File: src/dcc_pkg.sv
// Constants for the codec control registers at addresses 4 to 7
package dcc_pkg;

  localparam logic [7:0] ADDR_C1_GAIN   = 8'h04;
  localparam logic [7:0] ADDR_C1_ROUTE  = 8'h05;
  localparam logic [7:0] ADDR_C2_RSVD   = 8'h06;
  localparam logic [7:0] ADDR_C2_CTRL   = 8'h07;

  localparam logic [5:0] GAIN_RST       = 6'h00;
  localparam logic [7:0] ROUTE_RST      = 8'h84;
  localparam logic [7:0] RSVD_RST       = 8'h50;
  localparam logic [7:0] CTRL_RST       = 8'h50;
  localparam logic [7:0] RD_ZERO        = 8'h00;

  // Routing register fields
  localparam int         RT_HS_IN       = 7;
  localparam int         RT_HD_IN       = 6;
  localparam int         RT_MC_IN       = 5;
  localparam int         RT_LN_IN       = 4;
  localparam int         RT_CI_IN       = 3;
  localparam int         RT_HS_OUT      = 2;
  localparam int         RT_HD_OUT      = 1;
  localparam int         RT_SP_OUT      = 0;

  // Codec 2 control fields
  localparam int         CT_DIV_HI      = 7;
  localparam int         CT_DIV_LO      = 4;
  localparam int         CT_ALOOP       = 3;
  localparam int         CT_DLOOP       = 2;
  localparam int         CT_PWRDN       = 1;
  localparam int         CT_SWRST       = 0;

  // Gain codes and step counts, one step is 1.5 dB
  localparam logic [5:0] GAIN_MUTE_CODE = 6'h30;
  localparam logic [5:0] GAIN_P12_CODE  = 6'h21;
  localparam logic [5:0] GAIN_P105_CODE = 6'h20;
  localparam logic [5:0] GAIN_ZERO_CODE = 6'h00;
  localparam logic [5:0] GAIN_LIN_MAX   = 6'h1f;
  localparam logic [5:0] GAIN_UNITY     = 6'h19;
  localparam logic [5:0] STEPS_P12      = 6'h08;
  localparam logic [5:0] STEPS_P105     = 6'h07;
  localparam logic [5:0] STEPS_ZERO     = 6'h00;

endpackage

File: src/dcc_gain_decode.sv
// Output amplifier gain code decoder, registered
`timescale 1ns/1ns
module dcc_gain_decode (
  input  wire logic       i_clk,        // Core clock
  input  wire logic       i_rst_n,      // Synchronised reset, active low
  input  wire logic [5:0] i_code,       // Gain code from register
  output logic signed [5:0] o_steps,    // Gain in 1.5 dB steps, two's complement
  output logic            o_mute        // Output path silenced
);

  logic signed [5:0] steps_d;
  logic signed [5:0] steps_q;
  logic              mute_d;
  logic              mute_q;

  always_comb
  begin
    steps_d = dcc_pkg::STEPS_ZERO;
    mute_d  = 1'b0;
    if (i_code == dcc_pkg::GAIN_MUTE_CODE)
    begin
      mute_d = 1'b1;
    end
    else if (i_code == dcc_pkg::GAIN_P12_CODE)
    begin
      steps_d = dcc_pkg::STEPS_P12;
    end
    else if (i_code == dcc_pkg::GAIN_P105_CODE)
    begin
      steps_d = dcc_pkg::STEPS_P105;
    end
    else if (i_code == dcc_pkg::GAIN_ZERO_CODE)
    begin
      steps_d = dcc_pkg::STEPS_ZERO;
    end
    else if (i_code <= dcc_pkg::GAIN_LIN_MAX)
    begin
      steps_d = i_code - dcc_pkg::GAIN_UNITY;
    end
    else
    begin
      // Undefined codes silence the path rather than guess a gain
      mute_d = 1'b1;
    end
  end

  always_ff @(posedge i_clk or negedge i_rst_n)
  begin
    if (!i_rst_n)
    begin
      steps_q <= dcc_pkg::STEPS_ZERO;
      mute_q  <= 1'b0;
    end
    else
    begin
      steps_q <= steps_d;
      mute_q  <= mute_d;
    end
  end

  assign o_steps = steps_q;
  assign o_mute  = mute_q;
endmodule

File: src/dcc_regs.sv
// Codec 1 gain/routing and codec 2 control register bank
`timescale 1ns/1ns
module dcc_regs (
  input  wire logic       i_clk,                // Core clock, 25 MHz
  input  wire logic       i_arst_n,             // Asynchronous reset, active low
  input  wire logic       i_wr_en,              // Write strobe from control port
  input  wire logic       i_rd_en,              // Read strobe from control port
  input  wire logic [7:0] i_addr,               // Register address
  input  wire logic [7:0] i_wr_data,            // Write data
  output logic      [7:0] o_rd_data,            // Read data, registered
  output logic            o_rd_valid,           // Read answer, one-cycle pulse
  output logic            o_rd_hit,             // Read address belongs here
  output logic signed [5:0] o_dac1_gain_steps,  // Codec 1 output gain, 1.5 dB steps
  output logic            o_dac1_mute,          // Codec 1 output muted
  output logic            o_handset_input_en,   // Handset input to codec 1
  output logic            o_headset_input_en,   // Headset input to codec 1
  output logic            o_microphone_input_en,// Microphone input to codec 1
  output logic            o_line_input_en,      // Line input to codec 1
  output logic            o_caller_id_input_en, // Caller id input to codec 1
  output logic            o_handset_output_en,  // Codec 1 to handset output
  output logic            o_headset_output_en,  // Codec 1 to headset output
  output logic            o_speaker_output_en,  // Codec 1 to speaker output
  output logic      [7:0] o_codec2_rsvd_div,    // Reserved divider settings
  output logic      [3:0] o_codec2_div_m1,      // Codec 2 divider, I minus one
  output logic            o_codec2_analog_loop, // Codec 2 analog loopback
  output logic            o_codec2_digital_loop,// Codec 2 digital loopback
  output logic            o_codec2_power_down,  // Codec 2 powered down
  output logic            o_codec2_sw_reset     // Pulse resetting codec 2 registers elsewhere
);

  logic [1:0] rst_sync_q;
  logic       rst_n;

  logic [5:0] gain_d;
  logic [5:0] gain_q;
  logic [7:0] route_d;
  logic [7:0] route_q;
  logic [7:0] rsvd_d;
  logic [7:0] rsvd_q;
  logic [7:0] ctrl_d;
  logic [7:0] ctrl_q;
  logic       swrst_d;
  logic       swrst_q;
  logic [7:0] rd_data_d;
  logic [7:0] rd_data_q;
  logic       rd_valid_d;
  logic       rd_valid_q;
  logic       rd_hit_d;
  logic       rd_hit_q;

  logic       wr_gain;
  logic       wr_route;
  logic       wr_rsvd;
  logic       wr_ctrl;

  // Reset asserts at once, releases through two flops
  always_ff @(posedge i_clk or negedge i_arst_n)
  begin
    if (!i_arst_n)
    begin
      rst_sync_q <= 2'h0;
    end
    else
    begin
      rst_sync_q <= {rst_sync_q[0], 1'b1};
    end
  end

  assign rst_n = rst_sync_q[1];

  assign wr_gain  = i_wr_en && (i_addr == dcc_pkg::ADDR_C1_GAIN);
  assign wr_route = i_wr_en && (i_addr == dcc_pkg::ADDR_C1_ROUTE);
  assign wr_rsvd  = i_wr_en && (i_addr == dcc_pkg::ADDR_C2_RSVD);
  assign wr_ctrl  = i_wr_en && (i_addr == dcc_pkg::ADDR_C2_CTRL);

  always_comb
  begin
    gain_d  = gain_q;
    route_d = route_q;
    rsvd_d  = rsvd_q;
    ctrl_d  = ctrl_q;
    swrst_d = 1'b0;
    if (wr_gain)
    begin
      // Unused top bits are not stored
      gain_d = i_wr_data[5:0];
    end
    if (wr_route)
    begin
      route_d = i_wr_data;
    end
    if (wr_rsvd)
    begin
      // Stored as written; other values are the host's fault
      rsvd_d = i_wr_data;
    end
    if (wr_ctrl)
    begin
      if (i_wr_data[dcc_pkg::CT_SWRST])
      begin
        // Codec 2 only; codec 1 registers untouched
        rsvd_d  = dcc_pkg::RSVD_RST;
        ctrl_d  = dcc_pkg::CTRL_RST;
        swrst_d = 1'b1;
      end
      else
      begin
        ctrl_d = i_wr_data;
      end
    end
  end

  always_comb
  begin
    rd_data_d  = dcc_pkg::RD_ZERO;
    rd_valid_d = i_rd_en;
    rd_hit_d   = 1'b0;
    if (i_rd_en)
    begin
      rd_hit_d = 1'b1;
      case (i_addr)
        dcc_pkg::ADDR_C1_GAIN:  rd_data_d = {2'h0, gain_q};
        dcc_pkg::ADDR_C1_ROUTE: rd_data_d = route_q;
        dcc_pkg::ADDR_C2_RSVD:  rd_data_d = rsvd_q;
        dcc_pkg::ADDR_C2_CTRL:  rd_data_d = ctrl_q;
        default:                rd_hit_d  = 1'b0;
      endcase
    end
  end

  always_ff @(posedge i_clk or negedge rst_n)
  begin
    if (!rst_n)
    begin
      gain_q     <= dcc_pkg::GAIN_RST;
      route_q    <= dcc_pkg::ROUTE_RST;
      rsvd_q     <= dcc_pkg::RSVD_RST;
      ctrl_q     <= dcc_pkg::CTRL_RST;
      swrst_q    <= 1'b0;
      rd_data_q  <= dcc_pkg::RD_ZERO;
      rd_valid_q <= 1'b0;
      rd_hit_q   <= 1'b0;
    end
    else
    begin
      gain_q     <= gain_d;
      route_q    <= route_d;
      rsvd_q     <= rsvd_d;
      ctrl_q     <= ctrl_d;
      swrst_q    <= swrst_d;
      rd_data_q  <= rd_data_d;
      rd_valid_q <= rd_valid_d;
      rd_hit_q   <= rd_hit_d;
    end
  end

  // Decoded gain lags the register by one cycle; analog settling dwarfs it
  dcc_gain_decode u_gain (
    .i_clk   (i_clk),
    .i_rst_n (rst_n),
    .i_code  (gain_q),
    .o_steps (o_dac1_gain_steps),
    .o_mute  (o_dac1_mute)
  );

  assign o_rd_data             = rd_data_q;
  assign o_rd_valid            = rd_valid_q;
  assign o_rd_hit              = rd_hit_q;
  assign o_handset_input_en    = route_q[dcc_pkg::RT_HS_IN];
  assign o_headset_input_en    = route_q[dcc_pkg::RT_HD_IN];
  assign o_microphone_input_en = route_q[dcc_pkg::RT_MC_IN];
  assign o_line_input_en       = route_q[dcc_pkg::RT_LN_IN];
  assign o_caller_id_input_en  = route_q[dcc_pkg::RT_CI_IN];
  assign o_handset_output_en   = route_q[dcc_pkg::RT_HS_OUT];
  assign o_headset_output_en   = route_q[dcc_pkg::RT_HD_OUT];
  assign o_speaker_output_en   = route_q[dcc_pkg::RT_SP_OUT];
  assign o_codec2_rsvd_div     = rsvd_q;
  assign o_codec2_div_m1       = ctrl_q[dcc_pkg::CT_DIV_HI:dcc_pkg::CT_DIV_LO];
  assign o_codec2_analog_loop  = ctrl_q[dcc_pkg::CT_ALOOP];
  assign o_codec2_digital_loop = ctrl_q[dcc_pkg::CT_DLOOP];
  assign o_codec2_power_down   = ctrl_q[dcc_pkg::CT_PWRDN];
  assign o_codec2_sw_reset     = swrst_q;
endmodule
File: config.mk
export PLATFORM = sky130hd
export DESIGN_NAME = dcc_regs
export DESIGN_NICKNAME = d
export VERILOG_FILES = /design/src/dcc_pkg.sv /design/src/dcc_gain_decode.sv /design/src/dcc_regs.sv
export SDC_FILE = /design/constraint.sdc
export NUM_CORES = 1
export LEC_CHECK = 0
export BUFFER_PORTS_ARGS = -buffer_cell sky130_fd_sc_hd__buf_2
export CAP_MARGIN = 30
export CORE_AREA = 2 2 83 85
export DETAILED_ROUTE_END_ITERATION = 7
export DIE_AREA = 0 0 85 87
export GPL_ROUTABILITY_DRIVEN = 0
export HOLD_SLACK_MARGIN = 0.05
export SLEW_MARGIN = 40
export SYNTH_ARGS = -nofsm -noshare
export SYNTH_HDL_FRONTEND = slang
export SYNTH_SLANG_ARGS = --single-unit
export TNS_END_PERCENT = 20
File: constraint.sdc
create_clock -name i_clk -period 1.84 [get_ports i_clk]
set_clock_uncertainty 0.05 [all_clocks]
set_input_delay 0.276 -clock i_clk [delete_from_list [all_inputs] [get_ports i_clk]]
set_output_delay 0.276 -clock i_clk [all_outputs]
set_load 0.01 [all_outputs]
==> impl_metrics.env, run 1 <==
export IMPL_ctsHoldBuffers=2
export IMPL_remaining_drc_errors=0
export IMPL_cts_tree="done"
export IMPL_synth_area_per_cell_um2=13.1
export IMPL_ant_nets=0
export IMPL_met3WireLength_um=307
export IMPL_yosysMostFrequentCell="dfrtp_1"
export IMPL_numCtsBuffers=5
export IMPL_final_net_count=273
export IMPL_die_area_um2=7400
export IMPL_finalPower_mw=2.25
export IMPL_dpl_cell_area_um2=2730
export IMPL_antenna_found_initial=0
export IMPL_avgRoutedWirePerCell_um=16.5
export IMPL_cp_arrival_ps=1830
export IMPL_synth_distinct_cells=38
export IMPL_cts_max_path_buffers=2
export IMPL_p_sw_frac=0.255
export IMPL_power_frac_comb=0.123
export IMPL_finalMaxSlewViolations=0
export IMPL_diodes=0
export IMPL_cp_num_buf_inv=1
export IMPL_cts_sinks=49
export IMPL_pwr_share_clk=0.352
export IMPL_synth_cells=171
export IMPL_wirelength_met1_mm=2.54
export IMPL_rsz0062_at_grt="false"
export IMPL_grt_pass1_wl_mm=8.92
export IMPL_hold_class="input port to flop"
export IMPL_die_h_um=87
export IMPL_worst_pin_slew_ps=515
export IMPL_cts_resized=0
export IMPL_internal_power_mw=1.68
export IMPL_final_hold_viol_count=0
export IMPL_initial_utilization=0.341
export IMPL_cts_setup_buffers=0
export IMPL_io_pins=61
export IMPL_ys_warn_count=0
export IMPL_ys_seq_elements=49
export IMPL_final_cell_area_um2=2870
export IMPL_drive_above_1_share=0.504
export IMPL_synth_common_cells="43 x dfrtp_1, 21 x mux2_2, 13 x nor2b_1, 9 x a31oi_1, 8 x nor4_1"
export IMPL_synth_top_cell_area_share=0.481
export IMPL_setup_viol_count_final=0
export IMPL_ys_async_sr_fraction=1.00
export IMPL_dp_hpwl_mm=4.03
export IMPL_die_w_um=85
export IMPL_grt_total_usage=0.158
export IMPL_crit_type="input port to flop"
export IMPL_path_cells="buf_2 -> or4b_4 -> or3_1 -> mux2_2"
export IMPL_row_count=30
export IMPL_ys_top_cells_by_area="dfrtp_1 48%, mux2_2 11%, dfstp_2 7.0%"
export IMPL_start_kind="input port"
export IMPL_finalSetupTns_ps=0
export IMPL_io_buffers=60
export IMPL_fill_cells=611
export IMPL_whs_ps=184
export IMPL_ys_flop_type="dfrtp_1"
export IMPL_worstRegToRegCells=5
export IMPL_fmax_ghz=0.594
export IMPL_status="finished, final reports clean"
export IMPL_cp_slowest_cell="or4b_4"
export IMPL_first_pass_iters=4
export IMPL_p_switching_uw=575
export IMPL_power_frac_seq=0.525
export IMPL_grt_max_degree=22
export IMPL_hold_depth=2
export IMPL_p_leak_nw=1.44
export IMPL_wl_mm=5.48
export IMPL_critPathMaxFanout=7
export IMPL_clk_latency_ps=310
export IMPL_vias=1681
export IMPL_clk_pin_slew_ps=100
export IMPL_cp_required_ps=1990
export IMPL_ys_seq_area_frac=0.551
export IMPL_fp_coreArea_um2=6570
export IMPL_htreeDepth=2
export IMPL_maxCapViolCount=0
export IMPL_syn_to_final_growth_pct=28.1
export IMPL_end_kind="flop"
export IMPL_p_per_area_nw_per_um2=785
export IMPL_grt_pass1_vias=1697
export IMPL_wl_met2_mm=2.53
export IMPL_synth_edf_count=0
export IMPL_synth_top_area_cell="dfrtp_1"
export IMPL_avgViaCountPerCell=5.06
export IMPL_regArea_um2=1230
export IMPL_fin_crit_sh=0.915
export IMPL_root_buffer="clkbuf_8"
export IMPL_cpLargestDelayFamily="simple AND/OR/NAND/NOR gates"
export IMPL_utilization=0.436
export IMPL_dr_max_layer_used="met4"
export IMPL_drt_initial_drc_count=75
export IMPL_peakVddDrop_mv=0.327
export IMPL_syn_cell_area_um2=2240
export IMPL_synth_nets=193
export IMPL_path_depth=4
export IMPL_relSlewSlack=0.657
export IMPL_critPathMaxStageDelay_ps=560
export IMPL_min_period_ps=1680
export IMPL_multiInputGateArea_um2=915
export IMPL_grt_overflow_total=0
[power groups by stage]
stage                     Clock, mW  Sequential [mW]  Combinational, mW
after global routing          0.862             1.19              0.307
after detailed placement          0             1.20              0.276
after floorplan                   0             1.22              0.127
final                         0.791             1.18              0.278
after CTS                     0.811             1.18              0.281
after global placement            0             1.20              0.271
[metal layers]
| layer | GRT usage | vias to the layer above |
|---|---|---|
| met5 | 0 | - |
| met3 | 0.0427 | 7 |
| li1 | - | 788 |
| met4 | 0.0664 | 0 |
| met2 | 0.235 | 46 |
| met1 | 0.218 | 840 |
[per-stage QoR]
stage | setup slack (ps) | cells
after floorplan | -17.6 | 171
after global placement | -148 | 322
after detailed placement | -166 | 322
after CTS | 169 | 332
after global routing | 128 | 332
final | 157 | 332
[cell type report]
cell class	instances	area share
repair buffers	81	0.166
flip-flops and latches	49	0.431
well taps	80	0.0349
multi-input cells	107	0.319
clock buffers	5	0.0240
clock inverters	3	0.0162
inverters	7	0.00917
[path summary, 6_finish.rpt]
| kind | start | slack [ps] | endpoint |
|---|---|---|---|
| max | i_addr[3] | 160 | ctrl_q[5] |
| min | i_wr_data[7] | 180 | route_q[7] |
| max reg2reg | gain_q[0] | 310 | u_gain.o_steps[4] |
| min reg2reg | rst_sync_q[1] | 190 | route_q[3] |
| max in group asynchronous | rst_sync_q[1] | 980 | o_codec2_rsvd_div[4] |
| min in group asynchronous | rst_sync_q[1] | 190 | route_q[3] |
[flip-flops by register name, summed over array words and instances (netlist names)]
signal / count
rst_sync_q: 2
o_rd_hit: 1
u_gain.o_mute: 1
o_codec2_rsvd_div: 8
o_codec2_sw_reset: 1
o_rd_data: 8
route_q: 8
o_rd_valid: 1
gain_q: 6
u_gain.o_steps: 6
ctrl_q: 7
[cells by family (layout without fill, tap and decap cells)]
group,count (synthesis),count (layout),share of synthesized area
AND/OR/NAND/NOR,50,50,0.154
flip-flops,49,49,0.551
multiplexers,30,30,0.174
AO/OA/AOI/OAI,23,23,0.0637
buffers and inverters,15,96,0.0402
adder cells (fa/ha/maj),2,2,0.0112
other,1,1,0.00168
XOR/XNOR,1,1,0.00391
[cell usage in the layout (no fill, tap or decap), types with 3 or more instances in the layout]
cell      netlist  layout
mux4_2          5       5
buf_2           1      60
nor4_1          8       8
nor2_1          6       6
buf_4           2      18
clkbuf_8        1       5
nor2b_1        13      13
nor3_1          7       7
mux2_2         21      21
a31oi_1         9       9
or3_1           3       3
o21ai_0         7       7
inv_1           7       7
dfstp_2         6       6
dfrtp_1        43      42
mux2i_1         4       4
No activity file was read; power rests on OpenSTA's default activity.
==> run 2: changes to the inputs <==
- RECOVER_POWER: unset -> 50
==> impl_metrics.env, run 2 (synthesis gave the netlist of run 1 again) <==
export IMPL_grt_pass1_wl_mm=8.92
export IMPL_cts_max_path_buffers=2
export IMPL_antenna_found_initial=0
export IMPL_finalSetupTns_ps=0
export IMPL_hold_class="input port to flop"
export IMPL_path_cells="buf_2 -> or4b_4 -> or3_1 -> mux2_2"
export IMPL_avgRoutedWirePerCell_um=16.5
export IMPL_cts_sinks=49
export IMPL_hold_depth=2
export IMPL_remaining_drc_errors=0
export IMPL_drive_above_1_share=0.417
export IMPL_placed_cells=322
export IMPL_final_cell_area_um2=2820
export IMPL_status="finished, final reports clean"
export IMPL_row_count=30
export IMPL_min_period_ps=1680
export IMPL_final_cell_mix="43 x dfrtp_1, 40 x buf_2, 21 x mux2_2, 21 x clkbuf_1, 17 x buf_4"
export IMPL_ant_nets=0
export IMPL_cts_setup_buffers=0
export IMPL_critPathMaxStageDelay_ps=560
export IMPL_grt_overflow_total=0
export IMPL_initial_utilization=0.341
export IMPL_worst_pin_slew_ps=874
export IMPL_start_kind="input port"
export IMPL_io_pins=61
export IMPL_worst_slack_ps=162
export IMPL_dp_hpwl_mm=4.03
export IMPL_final_hold_viol_count=0
export IMPL_grt_total_usage=0.158
export IMPL_die_h_um=87
export IMPL_die_w_um=85
export IMPL_setup_viol_count_final=0
export IMPL_cts_resized=0
export IMPL_peakVddDrop_mv=0.325
export IMPL_reg2reg_to="u_gain.o_steps[4]"
export IMPL_cp_required_ps=1990
export IMPL_numCtsBuffers=5
export IMPL_fin_crit_sh=0.912
export IMPL_worstRegToRegCells=5
export IMPL_whs_ps=187
export IMPL_fmax_ghz=0.596
export IMPL_cpLargestDelayFamily="simple AND/OR/NAND/NOR gates"
export IMPL_cts_tree="done"
export IMPL_dpl_cell_area_um2=2730
export IMPL_final_common_cell="dfrtp_1"
export IMPL_dp_slack_ps=-166
export IMPL_clk_latency_ps=310
export IMPL_drt_initial_drc_count=69
export IMPL_finalMaxSlewViolations=0
export IMPL_relSlewSlack=0.417
export IMPL_first_pass_iters=4
export IMPL_finalPower_mw=2.24
export IMPL_holdCritStartpoint="i_wr_data[7]"
export IMPL_cp_slowest_cell="or4b_4"
export IMPL_cp_num_buf_inv=1
export IMPL_diodes=0
export IMPL_reg2reg_slack_ps=310
export IMPL_whs_endpoint="route_q[7]"
export IMPL_vias=1688
export IMPL_reg2reg_from="gain_q[0]"
export IMPL_grt_max_degree=22
export IMPL_syn_to_final_growth_pct=26.0
export IMPL_root_buffer="clkbuf_8"
export IMPL_cp_arrival_ps=1830
export IMPL_ctsHoldBuffers=2
export IMPL_rsz0062_at_grt="false"
export IMPL_utilization=0.430
export IMPL_die_area_um2=7400
export IMPL_avgViaCountPerCell=5.08
export IMPL_fp_coreArea_um2=6570
export IMPL_wl_mm=5.48
export IMPL_grt_pass1_vias=1697
export IMPL_finalNonFillerCells=332
export IMPL_p_per_area_nw_per_um2=793
export IMPL_io_buffers=60
export IMPL_htreeDepth=2
export IMPL_final_net_count=273
export IMPL_p_leak_nw=1.36
export IMPL_fill_cells=623
export IMPL_end_kind="flop"
export IMPL_critPathMaxFanout=7
export IMPL_clk_pin_slew_ps=90
export IMPL_crit_type="input port to flop"
export IMPL_maxCapViolCount=0
==> run 2: changes by cell type in the layout (fill, tap and decap cells not counted) <==
| cell | delta |
|---|---|
| clkbuf_1 | +21 |
| buf_2 | -20 |
| buf_12 | -1 |
| buf_4 | -1 |
| clkbuf_2 | +1 |
| dfrtp_1 | +1 |
| dfrtp_2 | -1 |
==> run 2: layout make-up <==
class	instances	area [um2]	area share
clock buffers	5	68.8	0.0244
inverters	7	26.3	0.00931
well taps	80	100	0.0355
clock inverters	3	46.3	0.0164
multi-input cells	107	915	0.324
flip-flops and latches	49	1230	0.437
repair buffers	81	432	0.153
==> run 2: worst max path at each step <==
stage                          from        end  slack, ps  cells after the start
after floorplan           i_addr[3]  gain_q[1]        -20                      4
after detailed placement  i_addr[3]  ctrl_q[2]       -170                      4
final                     i_addr[3]  ctrl_q[1]        160                      4
after CTS                 i_addr[3]  ctrl_q[1]        170                      4
after global placement    i_addr[3]  ctrl_q[1]       -150                      4
after global routing      i_addr[3]  ctrl_q[4]        130                      5
==> run 2: report_power, final <==
group | internal [mW] | switching (mW) | leakage, nW | total, mW
clock | 0.407 | 0.382 | 0.0543 | 0.789
combinational | 0.126 | 0.143 | 0.665 | 0.269
sequential | 1.13 | 0.0475 | 0.637 | 1.18
==> run 2: routing by layer <==
| metal | global-route usage | up-vias | routed length (um) |
|---|---|---|---|
| met5 | 0 | - | 0 |
| met4 | 0.0664 | 0 | 102 |
| met3 | 0.0427 | 7 | 365 |
| met2 | 0.235 | 58 | 2520 |
| met1 | 0.218 | 835 | 2490 |
| li1 | - | 788 | - |
